==> src/hdl/msev_pkg.sv <==
// ----------------------------------------------------------------------
// event selection constants
// ----------------------------------------------------------------------
package msev_pkg;

  // register map, byte addresses
  localparam logic [11:0] MSEV_SEL_OFS  = 12'h000;
  localparam logic [11:0] MSEV_STAT_OFS = 12'h004;
  localparam int          MSEV_ADDR_W   = 12;

  // selection word fields
  localparam int MSEV_CODE_LSB = 0;
  localparam int MSEV_CODE_MSB = 7;
  localparam int MSEV_QUAL_LSB = 8;
  localparam int MSEV_QUAL_MSB = 15;
  localparam int MSEV_EN_BIT   = 22;
  localparam logic [31:0] MSEV_SEL_RST   = 32'h0000_0000;
  localparam logic [31:0] MSEV_SEL_WMASK = 32'h0040_FFFF;

  // status word fields
  localparam int MSEV_STAT_INC_LSB    = 0;
  localparam int MSEV_STAT_STARVE_BIT = 16;
  localparam int MSEV_STAT_ACTIVE_BIT = 17;

  // event codes
  localparam logic [7:0] MSEV_OCC_CODE      = 8'hE0;
  localparam logic [7:0] MSEV_ALLOC_CODE    = 8'hE1;
  localparam logic [7:0] MSEV_STARVE_CODE   = 8'hE3;
  localparam logic [7:0] MSEV_STARVE_B_CODE = 8'hE4;
  localparam logic [7:0] MSEV_REQ_AG0_LO    = 8'hD0;
  localparam logic [7:0] MSEV_REQ_AG0_HI    = 8'hD1;
  localparam logic [7:0] MSEV_REQ_AG1_LO    = 8'hD2;
  localparam logic [7:0] MSEV_REQ_AG1_HI    = 8'hD3;
  localparam logic [7:0] MSEV_DAT_AG0_LO    = 8'hD4;
  localparam logic [7:0] MSEV_DAT_AG0_HI    = 8'hD5;
  localparam logic [7:0] MSEV_DAT_AG1_LO    = 8'hD6;

  // ingress channel index, equal to the qualifier bit that selects it, except occupancy, where bit 5 selects credited data
  localparam int MSEV_CH_REQ_UNCRD = 0;
  localparam int MSEV_CH_ACK       = 1;
  localparam int MSEV_CH_DAT_UNCRD = 2;
  localparam int MSEV_CH_SNOOP     = 3;
  localparam int MSEV_CH_REQ_CRD   = 4;
  localparam int MSEV_OCC_DAT_BIT  = 5;
  localparam int MSEV_CH_DAT_CRD   = 6;
  localparam int MSEV_CH_BIT7      = 7;

  // axi responses
  localparam logic [1:0] MSEV_RESP_OKAY   = 2'h0;
  localparam logic [1:0] MSEV_RESP_SLVERR = 2'h2;

  typedef enum logic [2:0] {
    MSEV_CLS_NONE   = 3'h0,
    MSEV_CLS_STARVE = 3'h1,
    MSEV_CLS_ALLOC  = 3'h3,
    MSEV_CLS_OCC    = 3'h2,
    MSEV_CLS_EGRESS = 3'h6
  } msev_cls_t;

endpackage

==> src/hdl/msev_event_select.sv <==
// Implementation choices: the AXI4-Lite register port and the address map.
`timescale 1ns/1ps
// Functional notes
// - codes e3/e4 count ingress credit starvation cycles
// - starvation counts only in injection starvation mode
// - credited plus uncredited bits OR, once per cycle
// - fabric snoop counts as acknowledge type
// - code e1 counts ingress queue allocations
// - code e0 reports masked ingress occupancy
// - allocation and occupancy sum both bits
// - bits 1,2,3 select ack, data, snoop
// - bits 0,4,6 select request and credited data
// - both-bit request or data values accepted
// - bit 7 fabric snoop or core ack
// - occupancy credited data uses bit 5
// - codes d0/d1 agent0 request crossing stalls
// - codes d2/d3 agent1 request crossing stalls
// - codes d4/d5 agent0 data crossing stalls
// - code d6 agent1 data crossing stalls
// - low group bit n enables crossing point n
// - high group bits 0-2 mean points 8-10
// - high group unused, never increments
// - qualifier taken from selection bits 15:8
module msev_event_select
  import msev_pkg::*;
#(
  parameter int OCC_W = 6
)(
  // clock and reset
  input  wire logic                    aclk,
  input  wire logic                    aresetn,
  // axi4-lite write address
  input  wire logic [MSEV_ADDR_W-1:0]  s_axi_awaddr,
  input  wire logic [2:0]              s_axi_awprot,
  input  wire logic                    s_axi_awvalid,
  output logic                         s_axi_awready,
  // axi4-lite write data
  input  wire logic [31:0]             s_axi_wdata,
  input  wire logic [3:0]              s_axi_wstrb,
  input  wire logic                    s_axi_wvalid,
  output logic                         s_axi_wready,
  // axi4-lite write response
  output logic [1:0]                   s_axi_bresp,
  output logic                         s_axi_bvalid,
  input  wire logic                    s_axi_bready,
  // axi4-lite read address
  input  wire logic [MSEV_ADDR_W-1:0]  s_axi_araddr,
  input  wire logic [2:0]              s_axi_arprot,
  input  wire logic                    s_axi_arvalid,
  output logic                         s_axi_arready,
  // axi4-lite read data
  output logic [31:0]                  s_axi_rdata,
  output logic [1:0]                   s_axi_rresp,
  output logic                         s_axi_rvalid,
  input  wire logic                    s_axi_rready,
  // ingress queue status
  input  wire logic                    starve_mode,
  input  wire logic [7:0]              starve_cond,
  input  wire logic [7:0]              alloc_pulse,
  input  wire logic [8*OCC_W-1:0]      occ_count,
  // egress crossing point stalls, points 0 to 7
  input  wire logic [7:0]              stall_req_ag0,
  input  wire logic [7:0]              stall_req_ag1,
  input  wire logic [7:0]              stall_data_ag0,
  input  wire logic [7:0]              stall_data_ag1,
  // counter side
  output logic [OCC_W+2:0]             evt_inc,
  output logic                         evt_active
);

  localparam int SUM_W = OCC_W + 3;

  // ----------------------------------------------------------------------
  // helpers
  // ----------------------------------------------------------------------
  function automatic msev_cls_t cls_of(input logic [7:0] code);
    msev_cls_t c;
    c = MSEV_CLS_NONE;
    case (code)
      MSEV_STARVE_CODE, MSEV_STARVE_B_CODE: c = MSEV_CLS_STARVE;
      MSEV_ALLOC_CODE:                      c = MSEV_CLS_ALLOC;
      MSEV_OCC_CODE:                        c = MSEV_CLS_OCC;
      MSEV_REQ_AG0_LO, MSEV_REQ_AG1_LO,
      MSEV_DAT_AG0_LO, MSEV_DAT_AG1_LO:     c = MSEV_CLS_EGRESS;
      default:                              c = MSEV_CLS_NONE;
    endcase
    return c;
  endfunction

  function automatic logic [3:0] ones(input logic [7:0] v);
    logic [3:0] n;
    n = 4'h0;
    for (int i = 0; i < 8; i++)
    begin
      n = n + {3'h0, v[i]};
    end
    return n;
  endfunction

  // egress source per event code; the high group has no inputs here,
  // so its codes fall to the default and never count
  function automatic logic [7:0] stall_src(input logic [7:0] c,
                                           input logic [7:0] r0,
                                           input logic [7:0] r1,
                                           input logic [7:0] d0,
                                           input logic [7:0] d1);
    logic [7:0] v;
    v = 8'h00;
    case (c)
      MSEV_REQ_AG0_LO: v = r0;
      MSEV_REQ_AG1_LO: v = r1;
      MSEV_DAT_AG0_LO: v = d0;
      MSEV_DAT_AG1_LO: v = d1;
      default:         v = 8'h00;
    endcase
    return v;
  endfunction

  // ----------------------------------------------------------------------
  // register state
  // ----------------------------------------------------------------------
  logic [31:0]            sel_q;
  logic                   aw_full_q;
  logic                   w_full_q;
  logic [MSEV_ADDR_W-1:0] awaddr_q;
  logic [31:0]            wdata_q;
  logic [3:0]             wstrb_q;
  logic                   awready_q;
  logic                   wready_q;
  logic                   bvalid_q;
  logic [1:0]             bresp_q;
  logic                   arready_q;
  logic                   rvalid_q;
  logic [31:0]            rdata_q;
  logic [1:0]             rresp_q;
  logic [SUM_W-1:0]       inc_q;
  logic                   active_q;

  // ----------------------------------------------------------------------
  // write channel
  // ----------------------------------------------------------------------
  wire logic aw_take   = s_axi_awvalid & awready_q;
  wire logic w_take    = s_axi_wvalid & wready_q;
  // address and data may arrive in either order; commit once both are held
  wire logic wr_fire   = aw_full_q & w_full_q & ~bvalid_q;
  wire logic aw_full_d = (aw_full_q | aw_take) & ~wr_fire;
  wire logic w_full_d  = (w_full_q | w_take) & ~wr_fire;
  wire logic bvalid_d  = wr_fire | (bvalid_q & ~s_axi_bready);
  wire logic wr_sel    = (awaddr_q == MSEV_SEL_OFS);
  wire logic wr_stat   = (awaddr_q == MSEV_STAT_OFS);

  wire logic [31:0] strb_mask = {{8{wstrb_q[3]}}, {8{wstrb_q[2]}},
                                 {8{wstrb_q[1]}}, {8{wstrb_q[0]}}} & MSEV_SEL_WMASK;
  wire logic [31:0] sel_d = (sel_q & ~strb_mask) | (wdata_q & strb_mask);

  always_ff @(posedge aclk)
  begin
    if (!aresetn)
    begin
      aw_full_q <= 1'b0;
      w_full_q  <= 1'b0;
      awaddr_q  <= '0;
      wdata_q   <= 32'h0000_0000;
      wstrb_q   <= 4'h0;
      awready_q <= 1'b0;
      wready_q  <= 1'b0;
      bvalid_q  <= 1'b0;
      bresp_q   <= MSEV_RESP_OKAY;
      sel_q     <= MSEV_SEL_RST;
    end
    else
    begin
      aw_full_q <= aw_full_d;
      w_full_q  <= w_full_d;
      // both readies stay low while a response is owed: one write in flight
      awready_q <= ~aw_full_d & ~bvalid_d;
      wready_q  <= ~w_full_d & ~bvalid_d;
      bvalid_q  <= bvalid_d;
      if (aw_take)
      begin
        awaddr_q <= s_axi_awaddr;
      end
      if (w_take)
      begin
        wdata_q <= s_axi_wdata;
        wstrb_q <= s_axi_wstrb;
      end
      if (wr_fire)
      begin
        // status is read-only; writing it is harmless and answered okay
        bresp_q <= (wr_sel | wr_stat) ? MSEV_RESP_OKAY : MSEV_RESP_SLVERR;
        if (wr_sel)
        begin
          sel_q <= sel_d;
        end
      end
    end
  end

  // ----------------------------------------------------------------------
  // read channel
  // ----------------------------------------------------------------------
  wire logic ar_take  = s_axi_arvalid & arready_q;
  wire logic rvalid_d = ar_take | (rvalid_q & ~s_axi_rready);

  // status word: live mode and active flag sit above the increment field
  wire logic [31:0] stat_inc    = 32'(inc_q) << MSEV_STAT_INC_LSB;
  wire logic [31:0] stat_starve = 32'(starve_mode) << MSEV_STAT_STARVE_BIT;
  wire logic [31:0] stat_active = 32'(active_q) << MSEV_STAT_ACTIVE_BIT;
  wire logic [31:0] stat_word   = stat_inc | stat_starve | stat_active;
  wire logic rd_sel  = (s_axi_araddr == MSEV_SEL_OFS);
  wire logic rd_stat = (s_axi_araddr == MSEV_STAT_OFS);
  wire logic [31:0] rd_word = rd_sel ? (sel_q & MSEV_SEL_WMASK) :
                              rd_stat ? stat_word : 32'h0000_0000;

  always_ff @(posedge aclk)
  begin
    if (!aresetn)
    begin
      arready_q <= 1'b0;
      rvalid_q  <= 1'b0;
      rdata_q   <= 32'h0000_0000;
      rresp_q   <= MSEV_RESP_OKAY;
    end
    else
    begin
      // one read in flight: the address waits until the data is taken
      arready_q <= ~rvalid_d;
      rvalid_q  <= rvalid_d;
      if (ar_take)
      begin
        rdata_q <= rd_word;
        rresp_q <= (rd_sel | rd_stat) ? MSEV_RESP_OKAY : MSEV_RESP_SLVERR;
      end
    end
  end

  // ----------------------------------------------------------------------
  // event qualification
  // ----------------------------------------------------------------------
  wire logic [7:0] code = sel_q[MSEV_CODE_MSB:MSEV_CODE_LSB];
  wire logic [7:0] qual = sel_q[MSEV_QUAL_MSB:MSEV_QUAL_LSB];
  wire msev_cls_t  cls  = cls_of(code);
  wire logic       enab = sel_q[MSEV_EN_BIT];

  // ingress enables, indexed like the status inputs; bit 5 names no
  // ingress channel outside occupancy, so it is dropped there
  wire logic [7:0] ing_en;
  assign ing_en[MSEV_CH_REQ_UNCRD] = qual[MSEV_CH_REQ_UNCRD];
  assign ing_en[MSEV_CH_ACK]       = qual[MSEV_CH_ACK];
  assign ing_en[MSEV_CH_DAT_UNCRD] = qual[MSEV_CH_DAT_UNCRD];
  assign ing_en[MSEV_CH_SNOOP]     = qual[MSEV_CH_SNOOP];
  assign ing_en[MSEV_CH_REQ_CRD]   = qual[MSEV_CH_REQ_CRD];
  assign ing_en[MSEV_OCC_DAT_BIT]  = 1'b0;
  assign ing_en[MSEV_CH_DAT_CRD]   = qual[MSEV_CH_DAT_CRD];
  assign ing_en[MSEV_CH_BIT7]      = qual[MSEV_CH_BIT7];

  // occupancy moves the credited data channel onto bit 5 and ignores bit 6
  wire logic [7:0] occ_en;
  assign occ_en[MSEV_CH_REQ_UNCRD] = qual[MSEV_CH_REQ_UNCRD];
  assign occ_en[MSEV_CH_ACK]       = qual[MSEV_CH_ACK];
  assign occ_en[MSEV_CH_DAT_UNCRD] = qual[MSEV_CH_DAT_UNCRD];
  assign occ_en[MSEV_CH_SNOOP]     = qual[MSEV_CH_SNOOP];
  assign occ_en[MSEV_CH_REQ_CRD]   = qual[MSEV_CH_REQ_CRD];
  assign occ_en[MSEV_OCC_DAT_BIT]  = 1'b0;
  assign occ_en[MSEV_CH_DAT_CRD]   = qual[MSEV_OCC_DAT_BIT];
  assign occ_en[MSEV_CH_BIT7]      = qual[MSEV_CH_BIT7];

  // fabric snoop sits on starve_cond[7] and is folded with ack by the OR;
  // software keeps to one ring type, so the OR is the per-type OR
  wire logic starve_hit = starve_mode & |(starve_cond & ing_en);
  wire logic [3:0] alloc_n = ones(alloc_pulse & ing_en);

  // running sum over the eight slices; the width holds eight full queues
  wire logic [8:0][SUM_W-1:0] occ_part;
  assign occ_part[0] = '0;
  for (genvar i = 0; i < 8; i++)
  begin : g_occ
    wire logic [SUM_W-1:0] slice_v;
    wire logic [SUM_W-1:0] add_v;
    assign slice_v       = SUM_W'(occ_count[i*OCC_W +: OCC_W]);
    assign add_v         = occ_en[i] ? slice_v : '0;
    assign occ_part[i+1] = occ_part[i] + add_v;
  end
  wire logic [SUM_W-1:0] occ_sum = occ_part[8];

  // ----------------------------------------------------------------------
  // egress events
  // ----------------------------------------------------------------------
  // low group only: points 8 to 10 are not built on this variant
  wire logic [7:0] stall_vec = stall_src(code, stall_req_ag0, stall_req_ag1,
                                         stall_data_ag0, stall_data_ag1);
  wire logic [7:0] stall_pt;
  for (genvar n = 0; n < 8; n++)
  begin : g_point
    assign stall_pt[n] = stall_vec[n] & qual[n];
  end
  wire logic stall_hit = |stall_pt;

  // ----------------------------------------------------------------------
  // increment selection
  // ----------------------------------------------------------------------
  wire logic [SUM_W-1:0] starve_inc = SUM_W'(starve_hit);
  wire logic [SUM_W-1:0] alloc_inc  = SUM_W'(alloc_n);
  wire logic [SUM_W-1:0] stall_inc  = SUM_W'(stall_hit);

  wire logic [SUM_W-1:0] inc_d =
    !enab                    ? '0 :
    (cls == MSEV_CLS_STARVE) ? starve_inc :
    (cls == MSEV_CLS_ALLOC)  ? alloc_inc :
    (cls == MSEV_CLS_OCC)    ? occ_sum :
    (cls == MSEV_CLS_EGRESS) ? stall_inc :
    '0;

  always_ff @(posedge aclk)
  begin
    if (!aresetn)
    begin
      inc_q    <= '0;
      active_q <= 1'b0;
    end
    else
    begin
      inc_q    <= inc_d;
      active_q <= enab & (cls != MSEV_CLS_NONE);
    end
  end

  // ----------------------------------------------------------------------
  // outputs
  // ----------------------------------------------------------------------
  assign s_axi_awready = awready_q;
  assign s_axi_wready  = wready_q;
  assign s_axi_bvalid  = bvalid_q;
  assign s_axi_bresp   = bresp_q;
  assign s_axi_arready = arready_q;
  assign s_axi_rvalid  = rvalid_q;
  assign s_axi_rdata   = rdata_q;
  assign s_axi_rresp   = rresp_q;
  assign evt_inc       = inc_q;
  assign evt_active    = active_q;

endmodule // msev_event_select

==> config.mk <==
export PLATFORM = sky130hd
export DESIGN_NAME = msev_event_select
export DESIGN_NICKNAME = d
export VERILOG_FILES = /design/src/hdl/msev_pkg.sv /design/src/hdl/msev_event_select.sv
export SDC_FILE = /design/constraint.sdc
export NUM_CORES = 1
export LEC_CHECK = 0
export BUFFER_PORTS_ARGS = -buffer_cell sky130_fd_sc_hd__buf_4
export CORE_AREA = 4 4 125 127
export CTS_CLUSTER_DIAMETER = 80
export CTS_CLUSTER_SIZE = 25
export DETAILED_ROUTE_END_ITERATION = 6
export DIE_AREA = 0 0 129 131
export PLACE_DENSITY = 0.6
export SETUP_SLACK_MARGIN = 0.02
export SYNTH_ARGS = -nofsm -noshare
export SYNTH_HDL_FRONTEND = slang
export SYNTH_SLANG_ARGS = --single-unit
==> constraint.sdc <==
create_clock -name aclk -period 4.89 [get_ports aclk]
set_clock_uncertainty 0.05 [all_clocks]
set_input_delay 0.2445 -clock aclk [delete_from_list [all_inputs] [get_ports aclk]]
set_output_delay 0.2445 -clock aclk [all_outputs]
set_load 0.02 [all_outputs]
==> results.txt, run 1 <==
- The placed instances occupy a cell area of 6490 um2.
- Longest Clk Path Bufs: 2
* Residual DRC count: 0
- The number of global-route vias before repair came to 4765.
- A synthesized cell averages 8.69 um2.
- CTS placed an instance of sky130_fd_sc_hd__clkbuf_16 at the clock tree root.
* Detailed Place HPWL: 11.5 mm
- Including well taps, the total number of placed cells is 919.
* Maximum vdd drop: 0.152 mV
* Library cell contributing the largest single delay on the critical path: sky130_fd_sc_hd__fa_1
- Least-Margin Pin Slew: 1080 ps
- Initial core utilization: 35.4%
* Sum of routed wire length over all layers: 14.2 mm
- Ranked by total cell area, the synthesized netlist is headed by sky130_fd_sc_hd__dfxtp_1, sky130_fd_sc_hd__fa_1, sky130_fd_sc_hd__nand2_1.
* CTS buffer count: 9
- Most used DFF post-synth: sky130_fd_sc_hd__dfxtp_1
- Rows: 44
- Req. time, crit path: 5060 ps
* Post-route design area: 6770 um2
* Global-route wire length before repair: 22.8 mm
- Final setup fails: 0
* Antenna Violating Nets Remaining: 0
* Pwr dens: 229 nW/um2
* Resize count post-CTS: 0
- Post-route minimum period: 4220 ps
* Most numerous cell types in the synthesized netlist: sky130_fd_sc_hd__nand2_1, sky130_fd_sc_hd__dfxtp_1, sky130_fd_sc_hd__a21boi_0, sky130_fd_sc_hd__and2_1, sky130_fd_sc_hd__inv_1
- Cells with a size suffix above 1 make up 28.0% of the layout.
- In the post-route analysis, the smallest setup slack over all paths is 667 ps.
- Cell type contributing the most total cell area after synthesis: sky130_fd_sc_hd__dfxtp_1
* H-tree depth: 3
* Sequential area share after synthesis: 34.1%
- For met1 alone, demand over resource in global routing was 21.3%.
* Port buffer count: 175
* Area of the die: 16900 um2
- Die H: 131 um
* Count of maximum capacitance violations: 0
- Filler Cells Inserted: 1411
- Measured along the x axis, the die boundary spans 129 um.
- Crit-path max FO: 5
- Final number of max-transition violations: 0
* Final global-route overflow total: 0
- For the worst-skew pair, the clock arrives at the later sink with an insertion delay of 330 ps.
- RSZ-0062 raised after global routing: no
- The global routing stage identified its most utilized layer as met2.
* Number of buffers and inverters on the critical path: 2
- The analysis attributes to cell leakage a power of 0.00300 uW.
- The top cell type by area accounts for 34.1% of the synthesized area.
- Detailed routing inserted a total of 4441 vias.
- Cells along the critical path: and2_1 > fa_1 > fa_1 > fa_1 > inv_1 > fa_1 > inv_1 > fa_1 > a21o_1 > a21oi_1 > o21bai_1 > a21oi_1 > xor2_1 > nor2_1
* CP peak stage delay: 570 ps
- Outcome: finished clean
- Worst max-slew margin expressed relative to the limit: 28.0%
- In this design, the largest share of critical-path delay is due to adder cells.
- Critical path start-end classification: reg2reg
- Data arrives at the worst endpoint at 4390 ps.
- Final Net Count: 959
- For this block, the initial DRC count from the detailed router was 189.
- After detailed routing, the average wire length per cell comes to 15.1 um.
- Yosys mapped a number of flops with a built-in enable equal to 0.
* YS warnings: 0
- Clock-pin slew was measured on the worst setup and hold paths at 70 ps.
- CTS tree: done
- In the routed layout, each cell is associated on average with a via count of 4.75.
- Post-CTS Repair Setup Buffers: 0
- Final std cells w/o fill: 935
- The cell count after synthesis came out at 588.
- For this design, the CTS-stage hold fixing added 0 buffers.
- Post-Synthesis Cell Area: 5110 um2
- Area growth from synthesis to layout: 32.4%
- The synthesized netlist contains 50 unique library cells.
- OpenSTA, run right after detailed placement, puts the worst setup slack at 669 ps.
- For this design the top-level I/O count stands at 221.
* Met3 Track Usage GR: 5.12%
- By instance count, the leading cell after synthesis is sky130_fd_sc_hd__nand2_1.
- The region available for standard cell placement spans 14400 um2.
- Type of origin of the critical path: register
- In the synthesized netlist the async set-or-reset flop fraction comes to 0%.
- The repair_antennas step left the layout with diodes totalling 0.
- STA classifies the critical path endpoint as a register.
- Hold violation total from the final report: 0
- Maximum number of pins on one net before global-route repair: 71
- Antenna violations before repair: 0
- Fraction of the cycle the final worst path needs: 86.4%
* Post-layout power: 1550 uW
* Max Freq: 0.237 GHz
- Clock tree synthesis found a total of 87 sinks.
- Routability-driven placement congestion ratio: 0.807
- Setup TNS after final layout: 0 ps
* Count of state elements after synthesis: 87
- Hold WC Path Type: in2reg
* Initial DRT Pass Iterations: 4
* Cell occurring most often along the worst timing path: sky130_fd_sc_hd__fa_1
- M2 GR Usage: 29.1%
* GR Util All Layers: 16.9%
==> logic make-up (layout without fill, tap and decap cells) <==
group	count (synthesis)	after routing	share of synthesized area (%)
DFF	87	87	34.1
muxes	27	27	6.22
AOI/OAI and AO/OA	98	98	13.5
other	1	15	0.0734
and+or+nand+nor	244	244	22.3
adders and majority gates	43	43	15.2
buffers and inverters	83	232	7.74
xor gates and xnor gates	5	5	0.857
==> power breakdown <==
| part | internal, uW | switching (uW) | leakage, uW |
|---|---|---|---|
| logic | 99.7 | 77.2 | 0.00216 |
| clock network | 349 | 285 | 0.000138 |
| registers | 726 | 11.6 | 0.000705 |
| total | 1180 | 373 | 0.00300 |
==> layout make-up <==
class	instances	area [um2]	area share (%)
well taps	184	230	3.40
flip-flops and latches	87	1740	25.7
clock inverters	7	55.1	0.813
multi-input cells	432	3030	44.7
clock buffers	9	225	3.33
inverters	35	131	1.94
repair buffers	181	1360	20.1
==> per-stage QoR <==
| stage | utilization (%) | hold slack [ps] |
|---|---|---|
| floorplan | - | 339 |
| global placement | 45.0 | 394 |
| detailed placement | 45.0 | 392 |
| CTS | 46.9 | 109 |
| global route | 46.9 | 113 |
| finish | 46.9 | 118 |
==> layer usage <==
metal  vias to the layer above  share of wire [%]
met5                         -                  0
met3                        16                7.4
li1                       2212                  -
met1                      2080                 43
met2                       133                 49
met4                         0                1.2
==> tightest hold or removal path: cells and delay by family <==
| family | cells | cell delay [ps] |
|---|---|---|
| buf+inv | 1 | 110 |
| compound gates | 1 | 60 |
| simple gates | 1 | 40 |
==> final timing paths <==
path / cells after the start / to / from / slack (ps)
hold reg to reg: 1 / s_axi_wready / w_full_q / 400
hold / removal: 3 / awaddr_q[10] / s_axi_awaddr[10] / 120
setup / recovery: 14 / evt_inc[7] / register / 670
setup reg to reg: 14 / evt_inc[7] / register / 670
==> placed cells by master (no fill, tap or decap), drive strengths merged, types with 2 or more instances in the layout <==
master    n
a21oi    24
mux2     12
conb     15
nor3b     2
nor2     17
nor2b    11
fa       32
and2     37
clkinv    4
dfxtp    87
ha       11
clkbuf    9
o21bai    3
nand3    21
nand2   126
a22oi     7
nand3b    2
buf     181
nor3     16
nand4     2
a21boi   52
nand2b    4
mux4      2
xnor2     4
a21o      3
inv      37
mux2i    13
nor4      4
(Power assumes the default switching activity.)
==> run 2, diff against run 1 <==
Settings changed: RECOVER_POWER set to 50.
==> run 2 against run 1 <==
Maximum frequency about the same. Combinational power barely moved. Sequential share of layout area is 0.52 points higher. Worst hold slack better by 1.8 ps. Wire length hardly changed. Clock power hardly changed. Design area shrank 2.0%. Register-to-register slack barely moved. Global-route usage stayed put. Via count rose by 0.18%. Critical path type unchanged. Critical endpoint unchanged. Largest power group unchanged.
==> results.txt, run 2 (synthesis gave the netlist of run 1 again) <==
* Type of origin of the critical path: register (unchanged)
* Hold-fix buffer count after cts: 0 (unchanged)
- Critical path start-end classification: reg2reg (unchanged)
- Outcome: finished clean (unchanged)
- The highest net fanout along the worst path came to 5 (unchanged).
- Vias per cell: 4.76 (was 4.75)
* Residual DRC count: 0 (unchanged)
* RSZ-0062 raised after global routing: no (unchanged)
* Latest clock arrival within the worst-skew pair: 330 ps (about the same)
- Final number of max-transition violations: 0 (unchanged)
- The tightest hold margin is 120 ps (was 118 ps).
- The internal power consumption is 1170 uW (was 1180 uW).
* Post-CTS Repair Setup Buffers: 0 (unchanged)
* Vias in the first global route: 4765 (unchanged)
* Sum of routed wire length over all layers: 14.1 mm (was 14.2 mm)
- The TritonCTS clock tree is done (unchanged).
- The most common cell after layout, fill and taps aside is sky130_fd_sc_hd__buf_4 (unchanged).
* Global-route wire length before repair: 22.8 mm (unchanged)
* Setup TNS after final layout: 0 ps (unchanged)
* Number of antenna diodes: 0 (unchanged)
- Clk pwr share: 41.0% (was 40.9%)
* Switching pwr: 374 uW (was 373 uW)
- Number of sinks handled by clock tree synthesis: 87 (unchanged)
- DIE WIDTH: 129 um (unchanged)
* Routability-driven placement congestion ratio: 0.807 (unchanged)
* Post-route minimum period: 4220 ps (about the same)
* Count of maximum capacitance violations: 0 (unchanged)
- Detailed Place HPWL: 11.5 mm (unchanged)
- The maximum resistive drop on vdd is 0.152 mV (about the same).
- Sequential cell fraction of total power: 47.7% (about the same)
* GR Util All Layers: 16.9% (unchanged)
- CTS buffer count: 9 (unchanged)
* Standard cell area after detailed placement: 6490 um2 (unchanged)
- Antenna violations before repair: 0 (unchanged)
- The power share of the combinational group is 11.2% (was 11.4%).
- The post-route total power came to 1550 uW (about the same).
* CP endpoint kind: register (unchanged)
* CTS clk-pin slew, worst paths: 70 ps (about the same)
- Max Freq: 0.237 GHz (about the same)
- The data arrival time of the critical path came to 4390 ps (about the same).
* Area of the die: 16900 um2 (unchanged)
- The data required time at the worst endpoint came to 5060 ps (about the same).
- Commonest cells after routing, fill and taps aside: sky130_fd_sc_hd__buf_4, sky130_fd_sc_hd__nand2_1, sky130_fd_sc_hd__dfxtp_1 (unchanged)
- The number of placement rows is 44 (unchanged).
- H-tree depth: 3 (unchanged)
- The initial core utilization came to 35.4% (unchanged).
- The switching share of power came to 24.2% (was 24.1%).
- Initial DRC count: 189 (unchanged)
- The area growth from synthesis to layout came to 29.8% (was 32.4%).
- Clock tree root driver cell: sky130_fd_sc_hd__clkbuf_16 (unchanged)
- Final global-route overflow total: 0 (unchanged)
* Port buffer count: 175 (unchanged)
* Initial DRT Pass Iterations: 4 (unchanged)
- DR vias: 4449 (was 4441)
- The classification of the worst-slack hold path was in2reg (unchanged).
* Longest Clk Path Bufs: 2 (unchanged)
* Ports placed on the boundary: 221 (unchanged)
- The power density of the placed cells was 233 nW/um2 (was 229 nW/um2).
- The startpoint of the lowest-slack hold path is s_axi_wdata[22] (was s_axi_awaddr[10]).
- Final setup fails: 0 (unchanged)
- Hold violation total from the final report: 0 (unchanged)
- Least-Margin Pin Slew: 1070 ps (was 1080 ps)
* Worst max-slew margin expressed relative to the limit: 28.4% (was 28.0%)
* Core Region: 14400 um2 (unchanged)
- Maximum number of pins on one net before global-route repair: 71 (unchanged)
* Fraction of final layout cells with drive strength greater than 1: 23.2% (was 28.0%)
- The detail-routed net length per standard cell was 15.1 um (about the same).
* Fraction of the cycle the final worst path needs: 86.3% (was 86.4%)
- The final antenna-violating net count came to 0 (unchanged).
- Filler Cells Inserted: 1442 (was 1411)
- The final instance area is 6630 um2 (was 6770 um2).
- The floorplan die height came to 131 um (unchanged).
* Resize count post-CTS: 0 (unchanged)
- P_leak: 0.00285 uW (was 0.00300 uW)
* Final Net Count: 959 (unchanged)
run 2: layout make-up:
class / count / area, um2 / share of cell area (%)
Clock buffer: 9 / 225 / 3.40
Clock inverter: 7 / 55.1 / 0.830
Inverter: 35 / 131 / 1.98
Multi-Input combinational cell: 432 / 3030 / 45.6
Sequential cell: 87 / 1740 / 26.3
Tap cell: 184 / 230 / 3.47
Timing Repair Buffer: 181 / 1220 / 18.4
run 2: per-stage QoR:
stage	setup slack, ps	util (%)	instances
finish	670	46.0	935
global route	492	46.0	935
CTS	634	46.9	935
detailed placement	669	45.0	919
global placement	658	45.0	919
floorplan	706	-	602
run 2: worst paths after layout:
check,endpoint,slack [ps],cells past startpoint
worst min-delay path,wdata_q[22],120,3
worst max-delay path,evt_inc[7],670,14
worst max register to register,evt_inc[7],670,14
worst min register to register,s_axi_rdata[12],410,2
run 2: critical path, cell delays in order (launching register included):
cell and delay, ps:
sky130_fd_sc_hd__dfxtp_1 380, sky130_fd_sc_hd__and2_1 180, sky130_fd_sc_hd__fa_1 570, sky130_fd_sc_hd__fa_1 440, sky130_fd_sc_hd__fa_1 510, sky130_fd_sc_hd__inv_1 60
sky130_fd_sc_hd__fa_1 530, sky130_fd_sc_hd__inv_1 70, sky130_fd_sc_hd__fa_1 450, sky130_fd_sc_hd__a21o_1 190, sky130_fd_sc_hd__a21oi_1 210, sky130_fd_sc_hd__o21bai_1 90
sky130_fd_sc_hd__a21oi_1 170, sky130_fd_sc_hd__xor2_1 160, sky130_fd_sc_hd__nor2_1 50
run 2: routing by layer:
metal  global-route usage, %  routed length, um  vias up
met1                    21.3               6110     2080
met5                       0                  0        -
li1                        -                  -     2217
met2                    29.1               6850      138
met3                    5.12               1040       14
met4                    3.21                138        0
run 2: power groups by stage:
stage	combinational (uW)	clock (uW)	sequential [uW]
global placement	173	0	753
detailed placement	178	0	754
global route	191	689	740
CTS	178	653	738
finish	174	634	738
floorplan	80.4	0	754
